**src/hw/lsa_pkg.sv**
```systemverilog
// package of constants and types for the laser status annunciator
//
// Functional notes
// - power indicator steady green without supply/board fault
// - ready indicator yellow while enabled and fault free
// - tickle and pwm forwarded only while enabled
// - lasing indicator only for long enough pwm
// - normal nine-pin outputs follow lasing and ready
// - enable low turns ready, lasing, nine-pin off
// - over-temperature flashes ready, sets overtemp output
// - voltage fault blinks power, sets supply output
// - board fault flashes ready and power, outputs low except rj45 temperature and voltage ok
// - rj45 ok outputs high in normal operation
// - rj45 ok outputs drop on matching faults
// - blink code, half second pause, repeat
// - faults latch until reset
// - one, two, three blinks per voltage fault
// - enable loss is not latched
package lsa_pkg;
  // ------------------------------------------------------------
  // timing
  // ------------------------------------------------------------
  localparam int CLK_PERIOD_NS  = 10;                           // 100 MHz system clock
  localparam int TICK_PERIOD_NS = 1000000;                      // blink timebase, 1 ms
  localparam int TICK_CYCLES    = TICK_PERIOD_NS / CLK_PERIOD_NS; // clocks per tick
  localparam int PAUSE_MS       = 500;                          // pause after a code
  localparam int BLINK_ON_MS    = 150;                          // lit part of one blink
  localparam int BLINK_OFF_MS   = 150;                          // dark part of one blink
  localparam int LASE_HOLD_MS   = 20;                           // lasing lamp hold after pulse
  localparam int TMR_W          = 10;                           // tick timer width
  localparam logic [TMR_W-1:0] PAUSE_TICKS    = TMR_W'(PAUSE_MS);
  localparam logic [TMR_W-1:0] BLINK_ON_TICKS = TMR_W'(BLINK_ON_MS);
  localparam logic [TMR_W-1:0] BLINK_OFF_TICKS = TMR_W'(BLINK_OFF_MS);
  localparam logic [TMR_W-1:0] LASE_HOLD_TICKS = TMR_W'(LASE_HOLD_MS);
  localparam int PWM_W          = 16;                           // pulse width counter width

  // ------------------------------------------------------------
  // blink codes and synchroniser bit positions
  // ------------------------------------------------------------
  typedef logic [1:0] lsa_code_t;
  localparam lsa_code_t CODE_NONE  = 2'h0;                      // no counted code
  localparam lsa_code_t CODE_UNDER = 2'h1;                      // under voltage
  localparam lsa_code_t CODE_OVER  = 2'h2;                      // over voltage
  localparam lsa_code_t CODE_SENSE = 2'h3;                      // supply sense fault
  localparam int N_PINS = 8;                                    // synchronised pins
  localparam int P_EN   = 0;
  localparam int P_TKL  = 1;
  localparam int P_PWM  = 2;
  localparam int P_UV   = 3;
  localparam int P_OV   = 4;
  localparam int P_DCS  = 5;
  localparam int P_OT   = 6;
  localparam int P_BRD  = 7;
  localparam logic [N_PINS-1:0] SYNC_RST = 8'h00;
  typedef enum {B_IDLE, B_ON, B_OFF, B_PAUSE} lsa_blink_e;
endpackage

```
**src/hw/lsa_blink_if.sv**
```systemverilog
// interface between annunciator core and a lamp blink sequencer
`timescale 1ns/100ps
interface lsa_blink_if;
  import lsa_pkg::*;
  logic      tick;   // one-cycle timebase pulse
  lsa_code_t code;   // counted blink code, none = not counted
  logic      flash;  // continuous flashing request
  logic      led;    // lamp drive from the sequencer
  modport ctrl (output tick, output code, output flash, input led);
  modport seq  (input tick, input code, input flash, output led);
endinterface

```
**src/hw/lsa_blinker.sv**
```systemverilog
// blink sequencer: counted codes with pause, or continuous flashing
`timescale 1ns/100ps
module lsa_blinker
(
  input  wire logic CLK_I,          // system clock
  input  wire logic RST_I,          // synchronous reset, high
  lsa_blink_if.seq  bl              // request and lamp drive
);
  import lsa_pkg::*;

  // ------------------------------------------------------------
  // state
  // ------------------------------------------------------------
  lsa_blink_e       state, next_state;  // sequencer phase
  logic [TMR_W-1:0] tmr, next_tmr;      // ticks spent in phase
  lsa_code_t        cnt, next_cnt;      // blinks shown so far
  logic             led, next_led;      // lamp flip-flop
  logic             req;                // any blinking wanted

  assign req    = bl.flash | (bl.code != CODE_NONE);
  assign bl.led = led;

  // next phase; a dropped request returns to dark idle at once
  always_comb
  begin
    next_state = state;
    next_tmr   = tmr;
    next_cnt   = cnt;
    next_led   = led;
    if (!req)
    begin
      next_state = B_IDLE;
      next_tmr   = '0;
      next_cnt   = CODE_NONE;
      next_led   = 1'b0;
    end
    else if (bl.tick)
    begin
      next_tmr = tmr + TMR_W'(1);
      case (state)
        B_IDLE:
        begin
          next_state = B_ON;
          next_tmr   = '0;
          next_led   = 1'b1;
        end
        B_ON:
        if (tmr + TMR_W'(1) >= BLINK_ON_TICKS)
        begin
          next_state = B_OFF;
          next_tmr   = '0;
          next_led   = 1'b0;
          next_cnt   = cnt + 2'h1;
        end
        B_OFF:
        if (tmr + TMR_W'(1) >= BLINK_OFF_TICKS)
        begin
          next_tmr = '0;
          // a counted code pauses after its last blink
          if (!bl.flash && cnt >= bl.code)
          begin
            next_state = B_PAUSE;
          end
          else
          begin
            next_state = B_ON;
            next_led   = 1'b1;
          end
        end
        B_PAUSE:
        if (tmr + TMR_W'(1) >= PAUSE_TICKS)
        begin
          next_state = B_ON;                          // repeat the code forever
          next_tmr   = '0;
          next_cnt   = CODE_NONE;
          next_led   = 1'b1;
        end
        default:
        begin
          next_state = B_IDLE;
          next_led   = 1'b0;
        end
      endcase
    end
  end

  // register the sequencer; lamp dark during reset
  always_ff @(posedge CLK_I)
  begin
    if (RST_I)
    begin
      state <= B_IDLE;
      tmr   <= '0;
      cnt   <= CODE_NONE;
      led   <= 1'b0;
    end
    else
    begin
      state <= next_state;
      tmr   <= next_tmr;
      cnt   <= next_cnt;
      led   <= next_led;
    end
  end
endmodule

```
**src/hw/lsa_annunciator.sv**
```systemverilog
// laser status annunciator top: faults, lamps, status pins, command gating
`timescale 1ns/100ps
module lsa_annunciator
#(
  parameter int TICK_DIV = lsa_pkg::TICK_CYCLES      // clocks per 1 ms blink tick
)
(
  input  wire logic                     CLK_I,          // 100 MHz system clock
  input  wire logic                     RST_I,          // power-on reset, sync, high
  input  wire logic                     ENABLE_I,       // external laser enable pin
  input  wire logic                     TICKLE_I,       // tickle command pin
  input  wire logic                     PWM_I,          // pwm command pin
  input  wire logic                     UNDER_VOLT_I,   // under-voltage detect
  input  wire logic                     OVER_VOLT_I,    // over-voltage detect
  input  wire logic                     SENSE_FLT_I,    // supply sense fault detect
  input  wire logic                     OVER_TEMP_I,    // over-temperature detect
  input  wire logic                     BOARD_FLT_I,    // modulation sense/board fault
  input  wire logic [lsa_pkg::PWM_W-1:0] MIN_PWM_I,     // least lasing pulse, clocks
  output logic                          POWER_LED_O,    // power_indicator, green
  output logic                          READY_LED_O,    // ready lamp, yellow
  output logic                          LASE_LED_O,     // lasing lamp, red
  output logic                          LASE_STAT_O,    // nine-pin lasing status
  output logic                          READY_STAT_O,   // nine-pin ready status
  output logic                          OVERTEMP_STAT_O, // nine-pin over-temp status
  output logic                          SUPPLY_FAULT_OUT_O, // nine-pin supply_fault_out
  output logic                          LASER_OK_O,     // rj45 laser ok
  output logic                          TEMP_OK_O,      // rj45 temperature ok
  output logic                          VOLT_OK_O,      // rj45 voltage ok
  output logic                          RF_TICKLE_O,    // tickle to rf driver
  output logic                          RF_PWM_O        // pwm to rf driver
);
  import lsa_pkg::*;

  // ------------------------------------------------------------
  // pin synchronisers
  // ------------------------------------------------------------
  logic [N_PINS-1:0] pins;       // raw asynchronous pins
  logic [N_PINS-1:0] meta;       // first stage, read only by second
  logic [N_PINS-1:0] sync;       // second stage, safe to use
  assign pins = {BOARD_FLT_I, OVER_TEMP_I, SENSE_FLT_I, OVER_VOLT_I,
                 UNDER_VOLT_I, PWM_I, TICKLE_I, ENABLE_I};

  // two flops per pin; every pin, command or detect, is treated as asynchronous
  genvar gi;
  generate
    for (gi = 0; gi < N_PINS; gi++)
    begin : g_sync
      always_ff @(posedge CLK_I)
      begin
        if (RST_I)
        begin
          meta[gi] <= SYNC_RST[gi];
          sync[gi] <= SYNC_RST[gi];
        end
        else
        begin
          meta[gi] <= pins[gi];
          sync[gi] <= meta[gi];
        end
      end
    end
  endgenerate

  // ------------------------------------------------------------
  // tick divider, fault latches, pulse qualifier
  // ------------------------------------------------------------
  logic [31:0]      div, next_div;        // tick prescaler
  logic             tick, next_tick;      // 1 ms enable pulse
  logic             f_uv, next_f_uv;      // latched under-voltage
  logic             f_ov, next_f_ov;      // latched over-voltage
  logic             f_dcs, next_f_dcs;    // latched sense fault
  logic             f_ot, next_f_ot;      // latched over-temperature
  logic             f_brd, next_f_brd;    // latched board fault
  logic [PWM_W-1:0] pw, next_pw;          // current high time of pwm
  logic             lase, next_lase;      // qualified pwm activity
  logic [TMR_W-1:0] hold, next_hold;      // ticks since last long pulse
  logic             f_volt;               // any supply fault
  logic             fault;                // any latched fault
  logic             en;                   // live enable, never latched

  assign f_volt = f_uv | f_ov | f_dcs;
  assign fault  = f_volt | f_ot | f_brd;
  assign en     = sync[P_EN];

  // divider runs free so every lamp shares one timebase
  always_comb
  begin
    next_div  = div + 32'h1;
    next_tick = 1'b0;
    if (div >= 32'(TICK_DIV - 1))
    begin
      next_div  = 32'h0;
      next_tick = 1'b1;
    end
  end

  // faults only ever set; clearing needs the power-on reset
  always_comb
  begin
    next_f_uv  = f_uv  | sync[P_UV];
    next_f_ov  = f_ov  | sync[P_OV];
    next_f_dcs = f_dcs | sync[P_DCS];
    next_f_ot  = f_ot  | sync[P_OT];
    next_f_brd = f_brd | sync[P_BRD];
  end

  // a pulse counts once it has stayed high MIN_PWM_I clocks;
  // the lamp then holds briefly so a pulse train reads as steady
  always_comb
  begin
    next_pw   = pw;
    next_lase = lase;
    next_hold = hold;
    if (sync[P_PWM] && en && !fault)
    begin
      if (pw != {PWM_W{1'b1}})
      begin
        next_pw = pw + PWM_W'(1);
      end
    end
    else
    begin
      next_pw = '0;
    end
    if (sync[P_PWM] && en && !fault && pw >= MIN_PWM_I)
    begin
      next_lase = 1'b1;
      next_hold = '0;
    end
    else if (!en || fault)
    begin
      next_lase = 1'b0;
    end
    else if (tick && lase)
    begin
      next_hold = hold + TMR_W'(1);
      if (hold + TMR_W'(1) >= LASE_HOLD_TICKS)
      begin
        next_lase = 1'b0;
        next_hold = '0;
      end
    end
  end

  // register the core state
  always_ff @(posedge CLK_I)
  begin
    if (RST_I)
    begin
      div   <= 32'h0;
      tick  <= 1'b0;
      f_uv  <= 1'b0;
      f_ov  <= 1'b0;
      f_dcs <= 1'b0;
      f_ot  <= 1'b0;
      f_brd <= 1'b0;
      pw    <= '0;
      lase  <= 1'b0;
      hold  <= '0;
    end
    else
    begin
      div   <= next_div;
      tick  <= next_tick;
      f_uv  <= next_f_uv;
      f_ov  <= next_f_ov;
      f_dcs <= next_f_dcs;
      f_ot  <= next_f_ot;
      f_brd <= next_f_brd;
      pw    <= next_pw;
      lase  <= next_lase;
      hold  <= next_hold;
    end
  end

  // ------------------------------------------------------------
  // blink sequencers for ready and power lamps
  // ------------------------------------------------------------
  lsa_blink_if rdy_bl ();
  lsa_blink_if pwr_bl ();

  assign rdy_bl.tick  = tick;
  assign rdy_bl.code  = CODE_NONE;
  assign rdy_bl.flash = f_brd | (f_ot & ~f_volt);
  assign pwr_bl.tick  = tick;
  // board fault flashes; otherwise the worst supply fault picks the count
  assign pwr_bl.flash = f_brd;
  assign pwr_bl.code  = f_brd ? CODE_NONE :
                        f_dcs ? CODE_SENSE :
                        f_ov  ? CODE_OVER  :
                        f_uv  ? CODE_UNDER : CODE_NONE;

  lsa_blinker u_rdy_blink
  (
    .CLK_I (CLK_I),
    .RST_I (RST_I),
    .bl    (rdy_bl)
  );

  lsa_blinker u_pwr_blink
  (
    .CLK_I (CLK_I),
    .RST_I (RST_I),
    .bl    (pwr_bl)
  );

  // ------------------------------------------------------------
  // registered lamps, status pins and command gating
  // ------------------------------------------------------------
  logic [11:0] outs, next_outs;   // all outputs in one register
  logic        ready_on;          // steady ready condition
  logic        ot_only;           // over-temp shown as its own fault
  assign ready_on = en & ~fault;
  assign ot_only  = f_ot & ~f_volt & ~f_brd;

  // every output is a flop so the pins never glitch on decode
  always_comb
  begin
    next_outs[0]  = (f_volt | f_brd) ? pwr_bl.led : 1'b1;
    next_outs[1]  = (f_brd | ot_only) ? rdy_bl.led : ready_on;
    next_outs[2]  = lase & ready_on;
    next_outs[3]  = lase & ready_on;
    next_outs[4]  = ready_on;
    next_outs[5]  = ot_only;
    next_outs[6]  = f_volt & ~f_brd;
    next_outs[7]  = ready_on;
    next_outs[8]  = ~f_ot;
    next_outs[9]  = ~f_volt;
    next_outs[10] = sync[P_TKL] & ready_on;
    next_outs[11] = sync[P_PWM] & ready_on;
  end

  // lamps off and pins low while reset is held
  always_ff @(posedge CLK_I)
  begin
    if (RST_I)
    begin
      outs <= 12'h000;
    end
    else
    begin
      outs <= next_outs;
    end
  end

  assign POWER_LED_O        = outs[0];
  assign READY_LED_O        = outs[1];
  assign LASE_LED_O         = outs[2];
  assign LASE_STAT_O        = outs[3];
  assign READY_STAT_O       = outs[4];
  assign OVERTEMP_STAT_O    = outs[5];
  assign SUPPLY_FAULT_OUT_O = outs[6];
  assign LASER_OK_O         = outs[7];
  assign TEMP_OK_O          = outs[8];
  assign VOLT_OK_O          = outs[9];
  assign RF_TICKLE_O        = outs[10];
  assign RF_PWM_O           = outs[11];
endmodule

```
**config.mk**
```make
export PLATFORM = sky130hd
export DESIGN_NAME = lsa_annunciator
export DESIGN_NICKNAME = d
export VERILOG_FILES = /design/src/hw/lsa_pkg.sv /design/src/hw/lsa_blink_if.sv /design/src/hw/lsa_blinker.sv /design/src/hw/lsa_annunciator.sv
export SDC_FILE = /design/constraint.sdc
export NUM_CORES = 1
export LEC_CHECK = 0
export ABC_AREA = 1
export BUFFER_PORTS_ARGS = -buffer_cell sky130_fd_sc_hd__buf_2
export CAP_MARGIN = 40
export CORE_ASPECT_RATIO = 0.9
export CORE_UTILIZATION = 60
export CTS_CLUSTER_DIAMETER = 50
export CTS_CLUSTER_SIZE = 28
export DETAILED_ROUTE_END_ITERATION = 7
export PLACE_DENSITY = 0.87
export SLEW_MARGIN = 20
export SYNTH_ARGS = -nofsm -noshare
export SYNTH_HDL_FRONTEND = slang
export SYNTH_SLANG_ARGS = --single-unit
```
**constraint.sdc**
```tcl
create_clock -name CLK_I -period 2.5 [get_ports CLK_I]
set_clock_uncertainty 0.1 [all_clocks]
set_input_delay 0.375 -clock CLK_I [delete_from_list [all_inputs] [get_ports CLK_I]]
set_output_delay 0.375 -clock CLK_I [all_outputs]
set_load 0.01 [all_outputs]
```
* Word-level counts from Yosys, hierarchy flattened
Cells that the tools add are included.
Word-level totals: bits in registers 183, latch bits 0, memory bits (writable) 0, bits in read-only memories 0, input bits 26, output and inout bits 12, word-level logic and storage cells 171, memories kept 0
Operators by class: add/subtract/negate cells 7, multiply operators 0, divide/modulo/power cells 0, order comparisons 9, equal/unequal tests 15, shifts and indexed selects 0, muxes and demuxes 44, bitwise operators 28, reductions and logical operators 33
Operator list (count):
- 32-bit one-hot mux with 4 select lines | 2
- 32-bit two-way mux | 6
- 32-bit by 2-bit equality test with 1-bit output (second input constant) | 4
- 32-bit by 1-bit equality test with 1-bit output (second input constant) | 2
- 32-bit zero test | 2
- 10-bit one-hot mux with 3 select lines | 2
- 10-bit two-way mux | 5
- 32-bit by 1-bit adder with 32-bit output (second input constant) | 1
- 32-bit by 17-bit greater-or-equal comparator with 1-bit output (second input constant) | 1
- 10-bit by 1-bit adder with 10-bit output (second input constant) | 3
- 10-bit by 8-bit greater-or-equal comparator with 1-bit output (second input constant) | 2
- 10-bit by 9-bit greater-or-equal comparator with 1-bit output (second input constant) | 2
- 2-bit two-way mux | 9
- 16-bit by 1-bit adder with 16-bit output (second input constant) | 1
- 16-bit greater-or-equal comparator | 1
- 1-bit two-way mux | 16
- 16-bit inequality test (second input constant) | 1
- 4-bit AND reduction | 4
- 2-bit OR reduction | 7
- 1-bit OR | 13
- 2-bit by 1-bit inequality test with 1-bit output (second input constant) | 6
- 10-bit by 5-bit greater-or-equal comparator with 1-bit output (second input constant) | 1
- 5-bit AND reduction | 2
- 1-bit NOT | 8
- 13 further kinds | 35

* Longest topological paths before layout
Gate-level depths: netlist of run 1.
depth after elaboration 10, mapped depth 15, depth with buffers taken out 15

* Cells and area by module
A second synthesis of run 1 with hierarchy kept.
Unflattened totals: cell total of the unflattened synthesis 909, area total of the unflattened synthesis 6471.2 um2
Modules (own cells, without submodules):
- lsa_annunciator | instances 1, cells each 543, area each 4135.2 um2, seq. area each 1821.7 um2
- lsa_blinker at u_pwr_blink | instances 1, cells each 188, area each 1181.1 um2, seq. area each 300.3 um2
- lsa_blinker at u_rdy_blink | instances 1, cells each 178, area each 1154.9 um2, seq. area each 300.3 um2

* Least setup slack after synthesis of run 1
No wires, ideal clock.
path type flip-flop to flip-flop, start point reg u_pwr_blink.tmr[1], end point reg u_pwr_blink.led, in the netlist u_pwr_blink.bl.led, setup time 0.113 ns, data arrival time 1.709 ns, required time 2.287 ns, setup slack 0.578 ns, stages on the path, launching flop included 15, path buffers 0, period minus slack after synthesis 1.922 ns, cell sequence dfxtp_1 -> ha_1 -> nand3_2 -> nor2_2 -> nand2_1 -> nand2_1 -> nand2_1 -> nor2_2 -> nand3_1 -> nand2_2 -> nand2_2 -> nor2_4 -> nand3_1 -> nand2_1 -> nor2_1
Between the ends: word-level cells in the longest chain between the ends 4, elaborated cells between the ends (all ways) 7, those cells by class 1 x add/sub; 2 x order compare; 3 x eq/ne; 1 x reduce/logical
Ends and longest elaborated chain:
- start, declared | RTL line lsa_blinker.sv:15 | logic [TMR_W-1:0] tmr, next_tmr;
- start signal, assigned | RTL line lsa_blinker.sv:100 | tmr <= next_tmr;
- 10-bit by 1-bit adder with 10-bit output (*) | RTL line lsa_blinker.sv:48, lsa_blinker.sv:56, lsa_blinker.sv:71
- 10-bit by 9-bit greater-or-equal comparator with 1-bit output or 10-bit by 8-bit greater-or-equal comparator with 1-bit output (tied branches) | RTL line lsa_blinker.sv:71, lsa_blinker.sv:48, lsa_blinker.sv:56
- 2-bit by 1-bit inequality test with 1-bit output (no line)
- 5-bit AND reduction (no line) (*)
- end signal, assigned | RTL line lsa_blinker.sv:102 | led <= next_led;
- end, declared | RTL line lsa_blinker.sv:17 | logic led, next_led;
Mark *: on every way between the ends. The rest lies on a longest branch, timed or not. A chain may end at the register's enable or synchronous reset.

* Worst setup path in the final report of run 1
Ends and elaborated chain as after synthesis.

==> results of run 1 <==
## repair_timing
item                                   4_1_cts  5_1_grt
setup endpoints to repair                    0        2
resized for setup                            0        1
endpoints found under the hold margin        8        0
hold buffers                                 8        0
## per-layer routing
layer	track usage	up-vias	wire (um)
li1	-	2534	-
met1	0.287	2258	5110
met2	0.480	118	6050
met3	0.0656	23	511
met4	0.110	0	272
met5	0	-	0
## power breakdown
part	total [W]	switching, W	internal, W
sequential	0.00197	0.0000257	0.00194
combinational	0.000219	0.000134	0.0000845
clock	0.00238	0.000901	0.00148
total	0.00457	0.00106	0.00350
## synthesized netlist by cell type, types with 2 or more instances
cell type	n	area [um2]
buf_2	4	20.0
nand2_4	2	22.5
inv_2	4	15.0
nor2_1	103	387
nor3_2	4	40.0
inv_1	111	417
o21bai_1	2	15.0
dfxtp_1	119	2380
nor2_2	9	56.3
a21oi_2	4	35.0
ha_1	35	438
or2_2	3	18.8
nand3_2	4	40.0
nand2_1	131	492
nor4_1	4	25.0
xnor2_1	8	70.1
nand3_1	45	225
a21oi_1	41	205
xor2_1	10	87.6
buf_4	4	30.0
o21ai_1	11	55.1
nand4_1	13	81.3
nand2_2	10	62.6
clkbuf_1	5	18.8
o21ai_0	18	90.1
nor3b_1	3	22.5
nor3_1	19	95.1
nor2_4	8	90.1
## flip-flops by register name, indices dropped and copies added, names as in the netlist, 2 cells and up
register / count
div: 32
hold: 10
meta: 8
outs: 10
pw: 16
sync: 7
u_pwr_blink.cnt: 2
u_pwr_blink.state: 2
u_pwr_blink.tmr: 10
u_rdy_blink.state: 2
u_rdy_blink.tmr: 10
## layout make-up
type	count	area [um2]	share of cell area
clock inverter	13	145	0.0216
multi-input combinational	520	2860	0.425
sequential	119	2380	0.354
inverter	117	440	0.0655
clock buffer	19	442	0.0657
timing repair buffer	50	303	0.0450
tap	122	153	0.0227
## worst reg2reg max path: stages, from the launching register on
cell	delay (ps)
dfxtp_1	460
ha_1	270
nand2_1	80
nor2_2	160
nand4_1	100
nand2_1	120
clkinv_1	90
nor2_1	80
nand3_1	90
nand2_2	100
nand2_2	90
nor2_4	180
nand3_1	100
nand2_1	80
nor2_1	40
## stage by stage
stage	setup slack [ps]	total power (W)
2_1_floorplan	578	0.00214
3_3_place_gp	439	0.00220
3_5_place_dp	228	0.00221
4_1_cts	209	0.00459
5_1_grt	39.8	0.00472
6_report	260	0.00457
## worst paths after layout
check | from | end | cells after the start
setup / recovery | u_pwr_blink.tmr[1] | u_pwr_blink.bl.led | 14
hold / removal | RST_I | sync[2] | 2
setup reg to reg | u_pwr_blink.tmr[1] | u_pwr_blink.bl.led | 14
hold reg to reg | meta[0] | en | 2
## cell families (layout without fill, tap and decap cells)
group                      after synthesis  count (layout)  synth area share
adders and majority gates               35              35            0.0767
xor gates and xnor gates                18              18            0.0276
AOI/OAI and AO/OA                       88              88            0.0877
other                                    1              15          0.000657
buffers and inverters                  131             199            0.0912
and+or+nand+nor                        364             364             0.299
DFF                                    119             119             0.417
==> metrics.md, run 1 <==
| Metric | Value |
|---|---|
| Crit-path cells | ha_1 -> nand2_1 -> nor2_2 -> nand4_1 -> nand2_1 -> clkinv_1 -> nor2_1 -> nand3_1 -> nand2_2 -> nand2_2 -> nor2_4 -> nand3_1 -> nand2_1 -> nor2_1 |
| Initial antenna violation count | 0 |
| Most common flop cell mapped by yosys | dfxtp_1 |
| RSZ-0062 raised after global routing | no |
| CP max stage cell | dfxtp_1 |
| DRC violation count after routing | 0 |
| Nets | 886 |
| Synthesis Warnings | 0 |
| Final hold violation count | 0 |
| Worst skew pair latency | 520 ps |
| Most Frequent Cell on Critical Path | nand2_1 |
| Routed WL per cell | 12.4 um |
| Boundary Pins | 38 |
| Commonest non-fill, non-tap cell in the layout | nand2_1 |
| Clock transition at path regs | 60 ps |
| Die width | 105 um |
| Critical path launch point type | flop |
| Distinct cells, synth | 50 |
| Drt pass-1 iters | 5 |
| Worst path required time | 2810 ps |
| CP Data Arrival Time | 2550 ps |
| GPL Wtd Cong | 0.906 |
| Via total after detailed routing | 4933 |
| Layout fillers | 657 |
| Crit-path max FO | 6 |
| Cell Area, Synth | 5710 um2 |
| Max-slew violation count | 0 |
| Period utilization | 0.896 |
| Fmax | 0.446 GHz |
| CTS Root Cell | clkbuf_8 |
| Status | finished clean |
| Synth async-reset ratio | 0 |
| Antenna Nets Post-Route | 0 |
| P_leak | 2.87 nW |
| Post CTS Setup Buffer Count | 0 |
| Max-capacitance violation count | 0 |
| Post-synth EDFFs | 0 |
| Std cell rows | 33 |
| Worst relative slew slack | 0.624 |
| PwrDens | 679 nW/um2 |
| IO Port Bufs | 37 |
| FF-to-FF setup slack | 260 ps |
| Core area | 9170 um2 |
| Buf+Inv Stages, Crit Path | 1 |
| CTS H-tree lvls | 4 |
| # setup viols final | 0 |
| CP Capture Type | flop |
| Die Y | 94.5 um |
| Routed WL | 11900 um |
| Final setup TNS | 0 ps |
| Hold Crit Class | in2reg |
| Starting density of the core | 0.623 |
| Final min period | 2240 ps |
| Total CTS buffers | 17 |
| Global-route wire length before repair | 20600 um |
| Finished Cell Area | 6720 um2 |
| Dpl cells | 920 |
| Iteration-0 DRC Markers | 262 |
| Vias per Instance | 5.14 |
| Vias in the first global route | 4866 |
| Most frequent cells in the layout | nand2_1 (130), dfxtp_1 (119), inv_1 (111) |
| Area after DPL | 6050 um2 |
| Synthesized instance count | 756 |
| Worst Tran Pin Value | 562 ps |
| Setup Crit Path Kind | reg2reg |
| CP top delay family | simple AND/OR/NAND/NOR gates |
| Total track usage | 0.260 |
| Crit path largest cell delay | 460 ps |
| Yosys reg bits | 119 |
| Worst VDD drop | 0.000652 V |
| Largest net degree at the start of global routing | 19 |
| TritonCTS clock tree | yes |
| Layout Cells excl Fill | 960 |
| Seq/Total Area, Yosys | 0.417 |
| Clk sinks | 119 |
| Hold slack | 85.6 ps |
| Util after Layout | 0.734 |
| HPWL Detailed | 8300 um |
| Syn Area/Cell | 7.55 um2 |
| Synthesis-to-finish area growth | 17.8% |
| Fraction of layout cells with a size suffix above 1 | 0.153 |
| Ant diodes | 0 |
| Max Buffers Root-to-Sink | 2 |
| Total grt overflow | 0 |
| Die area | 9910 um2 |
Note: power is estimated with default switching activity, not from simulation.
==> run 2: changes to the inputs <==
==> constraint.sdc (replaced) <==
create_clock -name CLK_I -period 2.5 [get_ports CLK_I]
set_clock_uncertainty 0.1 [all_clocks]
set_input_delay 0.25 -clock CLK_I [delete_from_list [all_inputs] [get_ports CLK_I]]
set_output_delay 0.25 -clock CLK_I [all_outputs]
set_load 0.01 [all_outputs]
==> run 2 against run 1 <==
Net effect:
- hold slack improved by 220 ps
- via count increased by 2.0%
- first-iteration DRC count increased by 24%
- fmax increased by 2.1%
- sequential cell count unchanged
- routed wire length increased by 3.0%
==> metrics.md, run 2 (synthesis results as in run 1) <==
| Metric | Value |
|---|---|
| Vias per Instance | 5.23 |
| Most Frequent Cell on Critical Path | nand2_1 |
| Starting density of the core | 0.623 |
| Worst path required time | 2800 ps |
| Hold slack | 307 ps |
| Biggest regs | div (32), pw (16) |
| DRC violation count after routing | 0 |
| Vias in the first global route | 5004 |
| CP endpoint | u_pwr_blink.state[1] |
| Post-route setup slack | 307 ps |
| Synthesis-to-finish area growth | 17.8% |
| Worst relative slew slack | 0.631 |
| Layout fillers | 668 |
| Period utilization | 0.877 |
| Clock transition at path regs | 60 ps |
| Largest net degree at the start of global routing | 21 |
| CP top delay family | simple AND/OR/NAND/NOR gates |
| Largest reg by FF count | div |
| Hold Crit Class | reg2reg |
| FF-to-FF setup slack | 310 ps |
| Nets | 890 |
| Ant diodes | 0 |
| GR Util met3 | 0.0669 |
| Worst skew pair latency | 510 ps |
| Total track usage | 0.268 |
| Antenna Nets Post-Route | 0 |
| Via total after detailed routing | 5033 |
| Max-slew violation count | 0 |
| Boundary Pins | 38 |
| Grt met1 use | 0.288 |
| Drt pass-1 iters | 5 |
| Die width | 105 um |
| Critical path launch point type | flop |
| Fraction of layout cells with a size suffix above 1 | 0.150 |
| Std cell rows | 33 |
| P_leak | 2.87 nW |
| Crit path largest cell delay | 450 ps |
| Final setup TNS | 0 ps |
| Clk sinks | 119 |
| Total grt overflow | 0 |
| Most frequent cells in the layout | nand2_1 (130), dfxtp_1 (119), inv_1 (111) |
| Worst Reg-to-Reg Cells | 14 |
| Most crowded layer after global routing | met2 |
| Worst VDD drop | 0.000684 V |
| Crit-path max FO | 6 |
| TritonCTS clock tree | yes |
| Setup Crit Path Kind | reg2reg |
| Initial antenna violation count | 0 |
| Met2 Use GR | 0.490 |
| Layout Cells excl Fill | 963 |
| R2R Path Start | u_pwr_blink.tmr[1] |
| Max Buffers Root-to-Sink | 2 |
| RR Endpoint | u_pwr_blink.state[1] |
| Status | finished clean |
| Min-delay src | meta[4] |
| Fmax | 0.456 GHz |
| GPL Wtd Cong | 0.909 |
| RSZ-0062 raised after global routing | no |
| PwrDens | 653 nW/um2 |
| Commonest non-fill, non-tap cell in the layout | nand2_1 |
| Core area | 9170 um2 |
| IO Port Bufs | 37 |
| Hold path cells | 2 |
| CTS Root Cell | clkbuf_8 |
| CP max stage cell | dfxtp_1 |
| Buf+Inv Stages, Crit Path | 1 |
| Max FFs per register | 32 |
| Placement-stage worst setup slack | 351 ps |
| Iteration-0 DRC Markers | 324 |
| CTS H-tree lvls | 4 |
| Worst Tran Pin Value | 553 ps |
| Post CTS Setup Buffer Count | 0 |
| WP depth | 14 |
| Max-capacitance violation count | 0 |
| CP Data Arrival Time | 2500 ps |
| Worst Setup SP | u_pwr_blink.tmr[1] |
| Total CTS buffers | 17 |
| HPWL Detailed | 8380 um |
| # setup viols final | 0 |
| Routed WL | 12300 um |
| CP Capture Type | flop |
| Final min period | 2190 ps |
| Routed WL per cell | 12.8 um |
| Die Y | 94.5 um |
| Global-route wire length before repair | 21200 um |
| Die area | 9910 um2 |
| Final hold violation count | 0 |
| Dpl cells | 919 |
| Crit-path cells | ha_1 -> nand2_1 -> nor2_2 -> nand4_1 -> nand2_1 -> clkinv_1 -> nor2_1 -> nand3_1 -> nand2_2 -> nand2_2 -> nor2_4 -> nand2_1 -> nand2_1 -> nor2_1 |
[run 2: changes by cell type in the layout (fill, tap and decap cells not counted), sizes merged]
| cell | previous run | this run |
|---|---|---|
| inv | 118 | 116 |
| bufinv | 2 | 1 |
| dlygate4sd3 | 8 | 13 |
| buf | 42 | 41 |
| clkinv | 7 | 9 |
[run 2: metrics by stage]
step	area (um2)	power [W]	utilization
2_1_floorplan	5760	0.00214	-
3_3_place_gp	6050	0.00220	0.660
3_5_place_dp	6050	0.00221	0.660
4_1_cts	6720	0.00441	0.733
5_1_grt	6730	0.00454	0.734
6_report	6730	0.00439	0.734
[run 2: layer usage]
metal / routed length (um) / vias up
met5: 0 / -
met4: 439 / 0
li1: - / 2539
met3: 642 / 52
met2: 6070 / 161
met1: 5140 / 2281
[run 2: repair_timing]
| item | 4_1_cts | 5_1_grt |
|---|---|---|
| setup endpoints to repair | 0 | 2 |
| hold buffers | 13 | 0 |
| gates resized for setup | 0 | 1 |
| endpoints found under the hold margin | 10 | 0 |
[run 2: worst min-delay path by stage]
stage               endpoint  slack, ps
global route         sync[5]        330
global placement     sync[5]        290
floorplan            meta[0]        260
CTS                  sync[4]        310
detailed placement   sync[4]        290
finish               sync[4]        310
[run 2: final cells by class]
class	count	area (um2)	share of cell area
Clock buffer	19	442	0.0657
Timing Repair Buffer	54	345	0.0513
Tap cell	122	153	0.0227
Sequential cell	119	2380	0.354
Multi-Input combinational cell	520	2860	0.425
Clock inverter	12	104	0.0154
Inverter	117	440	0.0655
[run 2: worst min-delay path, cell delays in order, from the launching register on]
cell	delay (ps)
dfxtp_1	290
inv_1	40
nor2_1	30
[run 2: power by group]
group	internal, W	switching [W]
sequential	0.00194	0.0000254
combinational	0.0000886	0.000135
clock	0.00136	0.000846
total	0.00339	0.00101
